===== src/hdl/codec_frame_pkg.sv =====
// Package with register map, field layout and reset values of the frame config
package codec_frame_pkg;
	localparam int ADDR_W = 4;
	localparam int DATA_W = 32;
	localparam int REG_W = 16;
	localparam logic [ADDR_W-1:0] FRAME_CONFIG_ADDR = 4'h0;
	localparam logic [ADDR_W-1:0] FRAME_STATUS_ADDR = 4'h4;
	localparam int DEPTH_LSB = 10;
	localparam int DEPTH_W = 2;
	localparam int FLEN_LSB = 5;
	localparam int FLEN_W = 4;
	localparam int WSIZE_LSB = 0;
	localparam int WSIZE_W = 4;
	localparam logic [REG_W-1:0] CONFIG_WMASK = 16'h0DEF;
	localparam logic [REG_W-1:0] CONFIG_RESET = 16'h0000;
	localparam logic [DATA_W-1:0] UNMAPPED_READ = 32'h00000000;
endpackage : codec_frame_pkg


===== src/hdl/word_tally.sv =====
// Counter that wraps after a programmed number of steps
`timescale 1ns/1ps
module word_tally #(
	parameter int W = 4
) (
	// Clock and reset
	input wire logic core_clk_i,
	input wire logic sys_rst_i,
	// Step control
	input wire logic step_i,
	input wire logic [W-1:0] last_i,
	// Count state
	output logic [W-1:0] count_o,
	output logic wrap_o
);
	// A tally needs at least one bit to count
	if (W < 1)
	begin : g_bad_w
		$error("word_tally needs W of at least 1");
	end
	wire logic at_last;
	assign at_last = (count_o >= last_i);
	assign wrap_o = step_i && at_last;
	always_ff @(posedge core_clk_i)
	begin
		if (sys_rst_i)
			count_o <= '0;
		else if (wrap_o)
			count_o <= '0;
		else if (step_i)
			count_o <= count_o + 1'b1;
	end
endmodule : word_tally


===== src/hdl/codec_frame_config.sv =====
// Frame configuration register of the codec serial interface, with frame tally
// How it works
// - Buffer depth field at bits 11:10 gives field plus one words per interrupt.
// - Frame length field at bits 8:5 gives field plus one words per frame.
// - Word size field at bits 3:0 gives field plus one bits per word.
// - Bits 15:12, 9 and 4 ignore writes and read as zero.
//
// The Avalon-MM register port and the address map were chosen for this implementation.
`timescale 1ns/1ps
module codec_frame_config (
	// Clock and reset
	input wire logic core_clk_i,
	input wire logic sys_rst_i,
	// Avalon-MM slave
	input wire logic [codec_frame_pkg::ADDR_W-1:0] avs_address_i,
	input wire logic avs_read_i,
	input wire logic avs_write_i,
	input wire logic [3:0] avs_byteenable_i,
	input wire logic [codec_frame_pkg::DATA_W-1:0] avs_writedata_i,
	output logic [codec_frame_pkg::DATA_W-1:0] avs_readdata_o,
	output logic avs_waitrequest_o,
	// Shift engine word strobe
	input wire logic word_done_i,
	// Configuration toward the shift engine
	output logic [4:0] word_bits_o,
	output logic [4:0] frame_words_o,
	output logic [2:0] buffer_words_o,
	output logic frame_start_o,
	output logic buffer_full_o
);
	logic [codec_frame_pkg::REG_W-1:0] cfg;
	logic ack;
	wire logic req;
	wire logic sel_cfg;
	wire logic sel_stat;
	wire logic do_write;
	wire logic [codec_frame_pkg::REG_W-1:0] byte_mask;
	wire logic [codec_frame_pkg::REG_W-1:0] next_cfg;
	wire logic [codec_frame_pkg::DATA_W-1:0] next_readdata;
	wire logic [codec_frame_pkg::DEPTH_W-1:0] depth_sel;
	wire logic [codec_frame_pkg::FLEN_W-1:0] frame_len_sel;
	wire logic [codec_frame_pkg::WSIZE_W-1:0] word_size_sel;
	wire logic [codec_frame_pkg::FLEN_W-1:0] word_idx;
	wire logic [codec_frame_pkg::DEPTH_W-1:0] buf_idx;
	wire logic frame_wrap;
	wire logic buf_wrap;

	// One wait cycle per access keeps read data registered
	assign req = (avs_read_i || avs_write_i) && !ack;
	assign sel_cfg = (avs_address_i == codec_frame_pkg::FRAME_CONFIG_ADDR);
	assign sel_stat = (avs_address_i == codec_frame_pkg::FRAME_STATUS_ADDR);
	assign do_write = req && avs_write_i && sel_cfg;
	assign byte_mask = {{8{avs_byteenable_i[1]}}, {8{avs_byteenable_i[0]}}};
	// Unimplemented bits never store
	assign next_cfg = (cfg & ~(byte_mask & codec_frame_pkg::CONFIG_WMASK))
		| (avs_writedata_i[15:0] & byte_mask
		& codec_frame_pkg::CONFIG_WMASK);
	assign next_readdata = sel_cfg ? {16'h0000, cfg}
		: sel_stat ? {24'h000000, word_idx, 2'h0, buf_idx}
		: codec_frame_pkg::UNMAPPED_READ;

	assign depth_sel =
		cfg[codec_frame_pkg::DEPTH_LSB +: codec_frame_pkg::DEPTH_W];
	assign frame_len_sel =
		cfg[codec_frame_pkg::FLEN_LSB +: codec_frame_pkg::FLEN_W];
	assign word_size_sel =
		cfg[codec_frame_pkg::WSIZE_LSB +: codec_frame_pkg::WSIZE_W];

	always_ff @(posedge core_clk_i)
	begin
		if (sys_rst_i)
		begin
			cfg <= codec_frame_pkg::CONFIG_RESET;
			ack <= 1'b0;
			avs_readdata_o <= codec_frame_pkg::UNMAPPED_READ;
		end
		else
		begin
			ack <= req;
			if (do_write)
				cfg <= next_cfg;
			if (req && avs_read_i)
				avs_readdata_o <= next_readdata;
		end
	end

	always_ff @(posedge core_clk_i)
	begin
		if (sys_rst_i)
			avs_waitrequest_o <= 1'b1;
		else
			avs_waitrequest_o <= !req;
	end

	// Word and buffer tallies; a frame length written at or below the current word index wraps on the next finished word
	word_tally #(.W(codec_frame_pkg::FLEN_W)) u_frame_tally (
		.core_clk_i(core_clk_i),
		.sys_rst_i(sys_rst_i),
		.step_i(word_done_i),
		.last_i(frame_len_sel),
		.count_o(word_idx),
		.wrap_o(frame_wrap)
	);
	word_tally #(.W(codec_frame_pkg::DEPTH_W)) u_buf_tally (
		.core_clk_i(core_clk_i),
		.sys_rst_i(sys_rst_i),
		.step_i(word_done_i),
		.last_i(depth_sel),
		.count_o(buf_idx),
		.wrap_o(buf_wrap)
	);

	// Word sizes 1..3 bits are illegal; the engine gets them unchecked
	always_ff @(posedge core_clk_i)
	begin
		if (sys_rst_i)
		begin
			word_bits_o <= 5'h01;
			frame_words_o <= 5'h01;
			buffer_words_o <= 3'h1;
			frame_start_o <= 1'b0;
			buffer_full_o <= 1'b0;
		end
		else
		begin
			word_bits_o <= {1'b0, word_size_sel} + 5'h01;
			frame_words_o <= {1'b0, frame_len_sel} + 5'h01;
			buffer_words_o <= {1'b0, depth_sel} + 3'h1;
			frame_start_o <= frame_wrap;
			buffer_full_o <= buf_wrap;
		end
	end

	property p_reserved_zero;
		@(posedge core_clk_i) disable iff (sys_rst_i)
		(cfg & ~codec_frame_pkg::CONFIG_WMASK) == 16'h0000;
	endproperty
	a_reserved_zero: assert property (p_reserved_zero)
		else $error("reserved config bit set");

	property p_hold;
		@(posedge core_clk_i) disable iff (sys_rst_i)
		!do_write |=> $stable(cfg);
	endproperty
	a_hold: assert property (p_hold)
		else $error("config changed without write");

	property p_write;
		@(posedge core_clk_i) disable iff (sys_rst_i)
		do_write && (avs_byteenable_i[1:0] == 2'h3) |=>
		cfg == ($past(avs_writedata_i[15:0]) & codec_frame_pkg::CONFIG_WMASK);
	endproperty
	a_write: assert property (p_write)
		else $error("config write not stored");

	property p_bits;
		@(posedge core_clk_i) disable iff (sys_rst_i)
		$stable(cfg) |=> word_bits_o == {1'b0, $past(word_size_sel)} + 5'h01;
	endproperty
	a_bits: assert property (p_bits)
		else $error("word size output wrong");

	property p_words;
		@(posedge core_clk_i) disable iff (sys_rst_i)
		$stable(cfg) |=> frame_words_o == {1'b0, $past(frame_len_sel)} + 5'h01;
	endproperty
	a_words: assert property (p_words)
		else $error("frame length output wrong");

	property p_depth;
		@(posedge core_clk_i) disable iff (sys_rst_i)
		$stable(cfg) |=> buffer_words_o == {1'b0, $past(depth_sel)} + 3'h1;
	endproperty
	a_depth: assert property (p_depth)
		else $error("buffer depth output wrong");

	property p_frame_start;
		@(posedge core_clk_i) disable iff (sys_rst_i)
		word_done_i && word_idx == frame_len_sel |=>
		frame_start_o && word_idx == 4'h0;
	endproperty
	a_frame_start: assert property (p_frame_start)
		else $error("frame did not restart");

	property p_buf_full;
		@(posedge core_clk_i) disable iff (sys_rst_i)
		word_done_i && buf_idx == depth_sel |=> buffer_full_o;
	endproperty
	a_buf_full: assert property (p_buf_full)
		else $error("buffer full missed");

	property p_wait;
		@(posedge core_clk_i) disable iff (sys_rst_i)
		(avs_read_i || avs_write_i) |-> ##[0:2] !avs_waitrequest_o;
	endproperty
	a_wait: assert property (p_wait)
		else $error("bus access not answered");

	property p_wait_once;
		@(posedge core_clk_i) disable iff (sys_rst_i)
		!avs_waitrequest_o |=> avs_waitrequest_o;
	endproperty
	a_wait_once: assert property (p_wait_once)
		else $error("access answered twice");

	property p_read_reserved;
		@(posedge core_clk_i) disable iff (sys_rst_i)
		req && avs_read_i && sel_cfg |=>
		(avs_readdata_o & ~{16'h0000, codec_frame_pkg::CONFIG_WMASK}) == 32'h0;
	endproperty
	a_read_reserved: assert property (p_read_reserved)
		else $error("reserved bit read as one");

	// Tallies move only on a finished word, never on a register access
	property p_tally_hold;
		@(posedge core_clk_i) disable iff (sys_rst_i)
		!word_done_i |=> $stable(word_idx) && $stable(buf_idx);
	endproperty
	a_tally_hold: assert property (p_tally_hold)
		else $error("word tally moved without a word");

	property p_cov_write;
		@(posedge core_clk_i) disable iff (sys_rst_i) do_write;
	endproperty
	c_write: cover property (p_cov_write);
	property p_cov_frame;
		@(posedge core_clk_i) disable iff (sys_rst_i)
		frame_start_o && frame_words_o == 5'h10;
	endproperty
	c_frame: cover property (p_cov_frame);
	property p_cov_buf;
		@(posedge core_clk_i) disable iff (sys_rst_i)
		buffer_full_o && buffer_words_o == 3'h4;
	endproperty
	c_buf: cover property (p_cov_buf);
	property p_cov_status;
		@(posedge core_clk_i) disable iff (sys_rst_i)
		req && avs_read_i && sel_stat;
	endproperty
	c_status: cover property (p_cov_status);
endmodule : codec_frame_config


===== config.mk =====
export PLATFORM = sky130hd
export DESIGN_NAME = codec_frame_config
export DESIGN_NICKNAME = d
export VERILOG_FILES = /design/src/hdl/codec_frame_pkg.sv /design/src/hdl/word_tally.sv /design/src/hdl/codec_frame_config.sv
export SDC_FILE = /design/constraint.sdc
export NUM_CORES = 1
export LEC_CHECK = 0
export BUFFER_PORTS_ARGS = -buffer_cell sky130_fd_sc_hd__buf_4
export CAP_MARGIN = 20
export CORE_AREA = 2 2 96 98
export CTS_CLUSTER_DIAMETER = 30
export DETAILED_ROUTE_END_ITERATION = 10
export DIE_AREA = 0 0 98 100
export MAX_ROUTING_LAYER = met4
export PLACE_DENSITY = 0.46
export SLEW_MARGIN = 20
export SYNTH_ARGS = -nofsm -noshare
export SYNTH_HDL_FRONTEND = slang
export SYNTH_SLANG_ARGS = --single-unit

===== constraint.sdc =====
create_clock -name core_clk_i -period 1.8 [get_ports core_clk_i]
set_input_delay 0.18 -clock core_clk_i [delete_from_list [all_inputs] [get_ports core_clk_i]]
set_output_delay 0.18 -clock core_clk_i [all_outputs]
set_load 0.03 [all_outputs]

==> results of run 1 <==
kinds of logic (layout without fill, tap and decap cells):
group / after synthesis / in the layout / share of synthesized area
xor gates and xnor gates: 7 / 7 / 0.0314
DFF: 44 / 44 / 0.450
muxes: 10 / 10 / 0.0512
and+or+nand+nor: 71 / 71 / 0.198
AOI/OAI and AO/OA: 23 / 23 / 0.0908
other: 1 / 21 / 0.00192
adders and majority gates: 10 / 10 / 0.0640
buffers and inverters: 37 / 71 / 0.113
through the flow:
stage,util,setup slack [ps],power (mW),std cells
2_1_floorplan,-,189,1.20,223
3_3_place_gp,0.270,159,1.25,360
3_5_place_dp,0.270,133,1.25,360
4_1_cts,0.280,110,1.92,368
5_1_grt,0.280,44.8,1.97,368
6_report,0.280,172,1.88,368
how the worst max path moves through the flow:
| stage | startpoint | end | slack [ps] | cells after the start |
|---|---|---|---|---|
| 2_1_floorplan | u_frame_tally.count_o[0] | u_frame_tally.count_o[3] | 190 | 6 |
| 3_3_place_gp | u_frame_tally.count_o[0] | u_frame_tally.count_o[3] | 160 | 6 |
| 3_5_place_dp | u_frame_tally.count_o[0] | u_frame_tally.count_o[3] | 130 | 6 |
| 4_1_cts | u_frame_tally.count_o[0] | u_frame_tally.count_o[3] | 110 | 6 |
| 5_1_grt | u_frame_tally.count_o[0] | u_frame_tally.count_o[3] | 40 | 6 |
| 6_report | u_frame_tally.count_o[0] | u_frame_tally.count_o[3] | 170 | 6 |
final cells by class:
| class | count | area, µm² | share of cell area |
|---|---|---|---|
| Sequential cell | 44 | 881 | 0.354 |
| Timing Repair Buffer | 56 | 420 | 0.169 |
| Multi-Input combinational cell | 142 | 930 | 0.373 |
| Inverter | 7 | 26.3 | 0.0106 |
| Clock buffer | 7 | 86.3 | 0.0347 |
| Tap cell | 111 | 139 | 0.0558 |
| Clock inverter | 1 | 7.51 | 0.00302 |
report_power, final:
part           total, mW  internal, mW  switching, mW
sequential          1.00         0.990         0.0114
combinational      0.226        0.0738          0.152
clock              0.656         0.312          0.344
repair_timing:
item	4_1_cts	5_1_grt
endpoints found under the setup margin	0	1
gates resized for setup	0	0
hold endpoints to repair	0	0
placed cells by master (no fill, tap or decap):
master / count
xor2_1: 3
clkinvlp_4: 1
a21oi_1: 9
buf_4: 56
mux2i_1: 10
ha_1: 10
nand2b_4: 1
clkbuf_1: 1
nand4_1: 1
a221oi_1: 5
o22ai_1: 1
a21o_1: 2
nand3_1: 8
a211oi_2: 1
o21ai_0: 1
nor4b_1: 1
conb_1: 21
a2111oi_4: 1
inv_1: 7
nor2b_1: 7
nor3_1: 6
xnor2_1: 4
clkbuf_8: 6
nor2_1: 25
nand2b_1: 9
nor4_4: 1
and4b_1: 1
o21a_1: 1
nor4b_2: 1
o211ai_1: 2
nand4b_1: 2
nand2_1: 8
dfxtp_1: 44
metal layers:
layer | global-route usage | up-vias | share of wire
li1 | - | 748 | -
met1 | 0.121 | 680 | 0.47
met2 | 0.139 | 44 | 0.45
met3 | 0.0265 | 6 | 0.061
met4 | 0.0353 | 0 | 0.016
met5 | - | - | 0
==> summary.txt, run 1 <==
Drt
  • DRC: 0
  • Routed WL: approximately 4.4 mm
  • Initial DRC count: 50
  • Number of vias per cell: ~4
  • Post-route ant nets: 0
  • Routed via count: ~1500
  • DR pass1 iterations: 4
  • Drt wl/cell: between 10 and 15 µm

STA
  • Tightest Pin Transition: around 540 ps
  • Worst hold slack: 109 ps
  • Setup Viol. Count Final: 0
  • Max-slew violation count: 0
  • Final Cycle Share: 0.905
  • Final Hold Violating Endpoints: 0
  • RSZ-0062 raised after global routing: false
  • Max Fclk: 614 MHz
  • Worst Skew: 6.82 ps
  • Final min period: around 1600 ps
  • Slew HR: 0.641
  • Setup TNS: 0 ps

Finish
  • # diodes: 0
  • Design area: about 2500 µm²
  • Ratio of cells with drive above 1 in the final layout: 0.265
  • Final Net Count: 311
  • Final-layout fill cell count: between 900 and 1000
  • P&R area growth vs syn: 27.3%

Die
  • Core area: 8890 µm²
  • Starting Density: 0.220
  • # rows: 35
  • Die Y: roughly 100 µm
  • IO Pins: slightly above 90
  • Die ar.: 9800 µm²
  • Die X: a little under 100 µm

Global route
  • Vias in the first global route: approximately 1400
  • Largest net degree at the start of global routing: between 40 and 50
  • Gr usage total: 0.0936
  • First-pass GRT wire length: slightly above 7 mm
  • Total grt overflow: 0
  • Initial antenna violation count: 0

Synth
  • Post-synthesis sequential area ratio: 0.450
  • Area leader, netlist: dfxtp_1
  • Most used DFF post-synth: dfxtp_1
  • Synthesis-stage register bit count: 44
  • Number of flops mapped to enable cells by yosys: 0
  • Syn Area/Cell: between 9 and 10 µm²
  • Mapped Cells: 203
  • Top cells by count, synth: dfxtp_1 (44), nor2_1 (25), buf_4 (21)
  • Yosys top cell area share: 0.450
  • Area of the mapped netlist: 1960 µm²
  • Synthesis Warnings: 0
  • Ranking of synthesized cells by area: dfxtp_1 (45%), buf_4 (8.1%), ha_1 (6.4%)
  • Async S/R FF share, synth: 0
  • Count leader, synth: dfxtp_1
  • Synth cell types: 33

Power
  • P_leak: 1.12 nW
  • Pwr/cell area: 757 nW/µm²
  • Worst vdd ir: between 0.2 and 0.3 mV

Worst hold path
  • Hold path start: avs_read_i
  • Hold endpoint: avs_waitrequest_o
  • Hold Path Depth: 2
  • Hold Crit Class: in -> reg

Worst setup path
  • Worst r2r path cells: 6
  • WP data required: a little over 2000 ps
  • Flop-to-flop setup slack: between 150 and 200 ps
  • Startpoint class of the critical path: flop
  • Buf/Inv on CP: 1
  • Arrival time at the worst endpoint: approximately 1900 ps
  • Worst r2r dst: u_frame_tally.count_o[3]
  • Critical Path Fanout Max: 5
  • Max incr delay on CP: around 430 ps
  • Crit Path Category: reg -> reg
  • Critical R2R Launch: u_frame_tally.count_o[0]
  • Worst-path cell chain: inv_1 -> ha_1 -> nand2b_4 -> a2111oi_4 -> nor2_1 -> a211oi_2
  • CP max-delay cell: a2111oi_4
  • Crit path max-delay family: compound AO/OA/AOI/OAI gates
  • Worst setup EP type: flop

Clock network
  • TritonCTS Buffers: 5
  • Post-CTS Hold Buffers: 0
  • CTS tree: built
  • Root Driver: clkbuf_8
  • Worst-Skew Late Latency: 300 ps
  • Clock buffer depth: 2
  • Postcts setup bufs: 0
  • Clock transition at path regs: ~90 ps
  • H-tree depth: 2
  • CTS Sinks: 44

Placement
  • Port Buffer Count: 47
  • RePlAce Congestion: ~0.75
  • Placed Area: 2400 µm²
  • Dpl hpwl: about 3.1 mm

Run status
  • Run status: completed

Run
  • # Max-Cap Violations: 0
Note: power is estimated with default switching activity, not from simulation.
==> inputs of run 2 (changes only) <==
--- a/config.mk
+++ b/config.mk
@@ -7,12 +7,12 @@
 export LEC_CHECK = 0
 export BUFFER_PORTS_ARGS = -buffer_cell sky130_fd_sc_hd__buf_4
 export CAP_MARGIN = 20
-export CORE_AREA = 2 2 96 98
+export CORE_AREA = 2 2 89 91
 export CTS_CLUSTER_DIAMETER = 30
 export DETAILED_ROUTE_END_ITERATION = 10
-export DIE_AREA = 0 0 98 100
+export DIE_AREA = 0 0 91 93
 export MAX_ROUTING_LAYER = met4
-export PLACE_DENSITY = 0.46
+export PLACE_DENSITY = 0.53
 export SLEW_MARGIN = 20
 export SYNTH_ARGS = -nofsm -noshare
 export SYNTH_HDL_FRONTEND = slang
==> constraint.sdc (replaced) <==
create_clock -name core_clk_i -period 1.45 [get_ports core_clk_i]
set_input_delay 0.145 -clock core_clk_i [delete_from_list [all_inputs] [get_ports core_clk_i]]
set_output_delay 0.145 -clock core_clk_i [all_outputs]
set_load 0.03 [all_outputs]
==> run 2 against run 1 <==
Against the previous run:
- the run now ends with setup timing left
- design area grew 5.0%
- fmax grew 9.1%
- wire length shrank 4.5%
- clock skew grew 3.6 ps
- first-iteration DRC count grew 16%
- largest cell class unchanged
- largest power group unchanged
- highest routed layer unchanged
==> summary.txt, run 2 (same netlist as run 1, synthesis figures left out) <==
Placement
  • Port Buffer Count: 47 (unchanged)
  • Setup slack at placement: -64.6 ps (was 133 ps)
  • RePlAce Congestion: 0.784 (was 0.755)
  • # placed instances: 359 (was 360)
  • Dpl hpwl: 3.02 mm (was 3.12 mm)
  • Placed Area: 2460 µm² (was 2400 µm²)

Die
  • Die X: 91 µm (was 98 µm)
  • # rows: 32 (was 35)
  • Die ar.: 8460 µm² (was 9800 µm²)
  • Die Y: 93 µm (was 100 µm)
  • IO Pins: 93 (unchanged)
  • Starting Density: 0.260 (was 0.220)
  • Core area: 7530 µm² (was 8890 µm²)

STA
  • Setup Viol. Count Final: 5 (was 0)
  • Final Hold Violating Endpoints: 0 (unchanged)
  • Worst Skew: 10.4 ps (was 6.82 ps)
  • Worst hold slack: 84.2 ps (was 109 ps)
  • Max-slew violation count: 0 (unchanged)
  • Final worst setup slack: -42.8 ps (was 172 ps)
  • Final min period: 1490 ps (was 1630 ps)
  • Final Cycle Share: 1.03 (was 0.905)
  • Max Fclk: 670 MHz (was 614 MHz)
  • RSZ-0062 raised after global routing: true (was false)

Global route
  • GR Util met3: 0.0330 (was 0.0265)
  • Met1 Usage GRT: 0.136 (was 0.121)
  • Initial antenna violation count: 0 (unchanged)
  • Met2 Usage GRT: 0.154 (was 0.139)
  • First-pass GRT wire length: 6.89 mm (was 7.04 mm)
  • Largest net degree at the start of global routing: 42 (unchanged)
  • Most Used Layer, Global Route: met2 (unchanged)
  • Total grt overflow: 0 (unchanged)
  • Vias in the first global route: 1455 (was 1386)
  • Gr usage total: 0.105 (was 0.0936)

Power
  • Sequential Power Share: 0.492 (was 0.532)
  • Clock power frac: 0.394 (was 0.348)
  • Worst vdd ir: 0.423 mV (was 0.269 mV)
  • Switching power: 0.633 mW (was 0.507 mW)
  • Combinational Power Share: 0.114 (was 0.120)
  • Sw Share: 0.251 (was 0.269)
  • P_leak: 1.19 nW (was 1.12 nW)
  • Pwr/cell area: 965 nW/µm² (was 757 nW/µm²)
  • Internal power: 1.89 mW (was 1.38 mW)

Clock network
  • TritonCTS Buffers: 5 (unchanged)
  • Root Driver: clkbuf_8 (unchanged)
  • CTS tree: built (unchanged)
  • CTS Sinks: 44 (unchanged)
  • Clock transition at path regs: 90 ps (about the same)
  • H-tree depth: 2 (unchanged)
  • Worst-Skew Late Latency: 300 ps (about the same)
  • Post-CTS Hold Buffers: 0 (unchanged)
  • Clock buffer depth: 2 (unchanged)

Run status
  • Run status: complete, but fails checks (was completed)
  • Failing checks: setup timing

Drt
  • Drt wl/cell: 11.3 µm (was 11.9 µm)
  • Routed WL: 4.17 mm (was 4.36 mm)
  • Initial DRC count: 58 (was 50)
  • Number of vias per cell: 4.04 (was 4.02)
  • Routed via count: 1490 (was 1478)
  • Post-route ant nets: 0 (unchanged)
  • DRC: 0 (unchanged)
  • DR pass1 iterations: 4 (unchanged)

Worst setup path
  • CP Capture Point: u_frame_tally.count_o[1] (was u_frame_tally.count_o[3])
  • Flop-to-flop setup slack: -40 ps (was 170 ps)
  • Arrival time at the worst endpoint: 1720 ps (was 1860 ps)
  • Critical R2R Launch: u_frame_tally.count_o[0] (unchanged)
  • Critical Path Fanout Max: 5 (unchanged)
  • Worst r2r path cells: 6 (unchanged)
  • WP data required: 1680 ps (was 2030 ps)
  • Crit Path Category: reg -> reg (unchanged)
  • Worst r2r dst: u_frame_tally.count_o[1] (was u_frame_tally.count_o[3])
  • Crit. Startpoint: u_frame_tally.count_o[0] (unchanged)
  • Startpoint class of the critical path: flop (unchanged)
  • Worst setup EP type: flop (unchanged)

Finish
  • Design area: 2620 µm² (was 2490 µm²)
  • Leading cell type in the layout, fill and taps excluded: buf_4 (unchanged)
  • P&R area growth vs syn: 33.7% (was 27.3%)
  • Ratio of cells with drive above 1 in the final layout: 0.322 (was 0.265)
  • Most frequent cells in the layout: buf_4 (66), dfxtp_1 (41), nor2_1 (25) (was buf_4 (56), dfxtp_1 (44), nor2_1 (25))
  • Final Net Count: 321 (was 311)
  • # diodes: 0 (unchanged)
  • Post-route core utilization: 0.347 (was 0.280)
  • Layout Cells excl Fill: 369 (was 368)

Worst hold path
  • Hold Crit Class: in -> reg (unchanged)
  • Hold Path Depth: 3 (was 2)

Run
  • # Max-Cap Violations: 0 (unchanged)
## run 2: cell types whose count changed in the layout (fill, tap and decap cells not counted), moves of 2 or more
cell,before,now
buf_4,56,66
dfxtp_1,44,41
dfxtp_2,0,3
ha_1,10,8
ha_4,0,2
## run 2: critical path, cell delays in order (launching register included)
cell and delay, ps:
dfxtp_2 330, inv_2 70, ha_4 190, nand2b_4 140, a2111oi_4 410, o211ai_1 160, a21oi_1 130
## run 2: layout make-up
cell class,count,area (µm²)
inverter,7,26.3
clock buffer,6,82.6
tap,102,128
multi-input combinational,142,960
timing repair buffer,66,495
fill,819,4910
sequential,44,885
clock inverter,2,38.8
## run 2: worst min path at each step
stage | from | to
6_report | avs_writedata_i[10] | flop
5_1_grt | avs_writedata_i[6] | flop
4_1_cts | avs_writedata_i[1] | flop
3_5_place_dp | avs_writedata_i[0] | flop
3_3_place_gp | avs_writedata_i[0] | flop
2_1_floorplan | avs_read_i | avs_waitrequest_o
## run 2: stage by stage
stage               setup TNS, ps  power [mW]
detailed placement           -183        1.56
floorplan                       0        1.49
global placement             -215        1.56
CTS                          -175        2.55
finish                       -137        2.52
global route                 -563        2.64
## run 2: metal layers
| layer | wire length, µm | up-vias | part of all wire |
|---|---|---|---|
| li1 | - | 768 | - |
| met4 | 65 | 0 | 0.016 |
| met2 | 1870 | 48 | 0.45 |
| met3 | 248 | 5 | 0.060 |
| met5 | 0 | - | 0 |
| met1 | 1980 | 669 | 0.48 |
## run 2: what timing repair did
action / 4_1_cts / 5_1_grt
pin swaps: 3 / 1
endpoints found under the setup margin: 4 / 5
gates resized for setup: 1 / 1
setup buffers: 1 / 1
## run 2: power by group through the flow
stage                     clock [mW]  combinational [mW]  sequential (mW)
after floorplan                    0               0.193             1.30
after global routing            1.08               0.313             1.25
after global placement             0               0.288             1.27
after CTS                       1.01               0.290             1.24
final                          0.994               0.288             1.24
after detailed placement           0               0.288             1.27
==> inputs of run 3 (changes only) <==
--- a/config.mk
+++ b/config.mk
@@ -7,12 +7,12 @@
 export LEC_CHECK = 0
 export BUFFER_PORTS_ARGS = -buffer_cell sky130_fd_sc_hd__buf_4
 export CAP_MARGIN = 20
-export CORE_AREA = 2 2 89 91
+export CORE_AREA = 2 2 76 78
 export CTS_CLUSTER_DIAMETER = 30
 export DETAILED_ROUTE_END_ITERATION = 10
-export DIE_AREA = 0 0 91 93
+export DIE_AREA = 0 0 78 80
 export MAX_ROUTING_LAYER = met4
-export PLACE_DENSITY = 0.53
+export PLACE_DENSITY = 0.68
 export SLEW_MARGIN = 20
 export SYNTH_ARGS = -nofsm -noshare
 export SYNTH_HDL_FRONTEND = slang
==> run 3 against run 2 <==
Against the previous run:
- the flow still finishes with violations (setup timing)
- combinational power is essentially flat
- highest routed layer unchanged
- global-route usage is 3.1 points higher
- largest cell class unchanged
- clock power is 19% lower
- design area shrank 2.6%
==> summary.txt, run 3 (same netlist as run 1, synthesis figures left out) <==
Worst setup path
  • Critical Path Fanout Max: 5 (unchanged)
  • Max incr delay on CP: 420 ps (was 410 ps)
  • Startpoint class of the critical path: flop (unchanged)
  • Buf/Inv on CP: 1 (unchanged)
  • Worst-path cell chain: inv_2 -> ha_4 -> nand2b_4 -> a2111oi_4 -> nor2_1 -> a211oi_2 (was inv_2 -> ha_4 -> nand2b_4 -> a2111oi_4 -> o211ai_1 -> a21oi_1)
  • WP data required: 1670 ps (was 1680 ps)
  • Crit path max-delay family: compound AO/OA/AOI/OAI gates (unchanged)
  • CP max-delay cell: a2111oi_4 (unchanged)
  • Worst setup EP type: flop (unchanged)
  • Arrival time at the worst endpoint: 1730 ps (was 1720 ps)
  • Crit Path Category: reg -> reg (unchanged)

STA
  • Max Fclk: 659 MHz (was 670 MHz)
  • Final worst setup slack: -67.4 ps (was -42.8 ps)
  • Final Hold Violating Endpoints: 0 (unchanged)
  • Final Cycle Share: 1.05 (was 1.03)
  • Max-slew violation count: 0 (unchanged)
  • Worst Skew: 4.12 ps (was 10.4 ps)
  • RSZ-0062 raised after global routing: true (unchanged)
  • Worst hold slack: 89.0 ps (was 84.2 ps)
  • Final min period: 1520 ps (was 1490 ps)
  • Setup Viol. Count Final: 5 (unchanged)

Die
  • Die X: 78 µm (was 91 µm)
  • Core area: 5410 µm² (was 7530 µm²)
  • Starting Density: 0.362 (was 0.260)
  • Die ar.: 6240 µm² (was 8460 µm²)
  • Die Y: 80 µm (was 93 µm)
  • # rows: 27 (was 32)
  • IO Pins: 93 (unchanged)

Finish
  • Design area: 2550 µm² (was 2620 µm²)
  • Ratio of cells with drive above 1 in the final layout: 0.320 (was 0.322)
  • Final Net Count: 320 (was 321)
  • # diodes: 0 (unchanged)
  • Most frequent cells in the layout: buf_4 (65), dfxtp_1 (41), nor2_1 (25) (was buf_4 (66), dfxtp_1 (41), nor2_1 (25))
  • P&R area growth vs syn: 30.2% (was 33.7%)
  • Final-layout fill cell count: 543 (was 819)
  • Leading cell type in the layout, fill and taps excluded: buf_4 (unchanged)

Drt
  • Post-route ant nets: 0 (unchanged)
  • Drt wl/cell: 11.7 µm (was 11.3 µm)
  • Number of vias per cell: 4.54 (was 4.04)
  • DRC: 0 (unchanged)
  • Initial DRC count: 70 (was 58)
  • Routed via count: 1533 (was 1490)
  • DR pass1 iterations: 4 (unchanged)
  • Routed WL: 3.96 mm (was 4.17 mm)

Clock network
  • Post-CTS Hold Buffers: 0 (unchanged)
  • Clock transition at path regs: 80 ps (was 90 ps)
  • Clock buffer depth: 2 (unchanged)
  • H-tree depth: 2 (unchanged)
  • CTS Sinks: 44 (unchanged)
  • Root Driver: clkbuf_8 (unchanged)
  • TritonCTS Buffers: 5 (unchanged)
  • CTS tree: built (unchanged)
  • Worst-Skew Late Latency: 290 ps (was 300 ps)

Placement
  • RePlAce Congestion: 0.778 (was 0.784)
  • Placed Area: 2420 µm² (was 2460 µm²)
  • Port Buffer Count: 47 (unchanged)
  • Dpl hpwl: 2.90 mm (was 3.02 mm)
  • Setup slack at placement: -87.4 ps (was -64.6 ps)

Global route
  • Total grt overflow: 0 (unchanged)
  • First-pass GRT wire length: 6.62 mm (was 6.89 mm)
  • Largest net degree at the start of global routing: 42 (unchanged)
  • Vias in the first global route: 1446 (was 1455)
  • Gr usage total: 0.136 (was 0.105)
  • Initial antenna violation count: 0 (unchanged)

Run
  • # Max-Cap Violations: 0 (unchanged)

Run status
  • Failing checks: setup timing (unchanged)
  • Run status: complete, but fails checks (unchanged)

Power
  • Pwr/cell area: 915 nW/µm² (was 965 nW/µm²)
  • P_leak: 1.17 nW (was 1.19 nW)
  • Worst vdd ir: 0.360 mV (was 0.423 mV)

Worst hold path
  • Hold Crit Class: in -> reg (unchanged)
==> run 3: per-stage QoR <==
stage               TNS, ps  total power [mW]  instances  utilization
floorplan                 0              1.49        223            -
global placement       -128              1.55        329        0.448
detailed placement     -303              1.56        329        0.448
CTS                    -313              2.36        338        0.471
global route           -799              2.44        338        0.471
finish                 -250              2.33        338        0.471
==> run 3: cell type report <==
cell class                      count  area (µm²)  share of cell area
Multi-Input combinational cell    142         960               0.377
Tap cell                           72        90.1              0.0354
Sequential cell                    44         885               0.347
Clock buffer                        6        82.6              0.0324
Clock inverter                      2        15.0             0.00590
Inverter                            7        26.3              0.0103
Timing Repair Buffer               65         488               0.192
==> run 3: worst min-delay path: cells and delay by family <==
| kind | cells | cell delay [ps] |
|---|---|---|
| buffers and inverters | 1 | 80 |
| muxes | 1 | 50 |
| and+or+nand+nor | 1 | 70 |
==> run 3: per-layer routing <==
layer,global-route usage,wire [µm],vias to the layer above
met5,-,0,-
met4,0.0526,63,0
met3,0.0158,163,5
met2,0.231,1910,41
met1,0.167,1830,725
li1,-,-,762
==> run 3: final timing paths <==
path                              endpoint  depth (start not counted)  slack [ps]                startpoint
setup reg to reg  u_frame_tally.count_o[3]                          6         -70  u_frame_tally.count_o[0]
hold / removal                        flop                          3          90        avs_writedata_i[6]
setup / recovery  u_frame_tally.count_o[3]                          6         -70  u_frame_tally.count_o[0]
hold reg to reg         avs_readdata_o[11]                          2         460        avs_readdata_o[11]
==> run 3: timing repair <==
| action | CTS | global route |
|---|---|---|
| resized for setup | 2 | 0 |
| pin swaps | 3 | 1 |
| setup buffers | 1 | 0 |
| setup endpoints to repair | 4 | 5 |
| endpoints found under the hold margin | 0 | 0 |
==> run 3: power breakdown <==
part	internal, mW	switching, mW
registers	1.23	0.0125
clock network	0.386	0.416
logic	0.0979	0.190
total	1.71	0.618
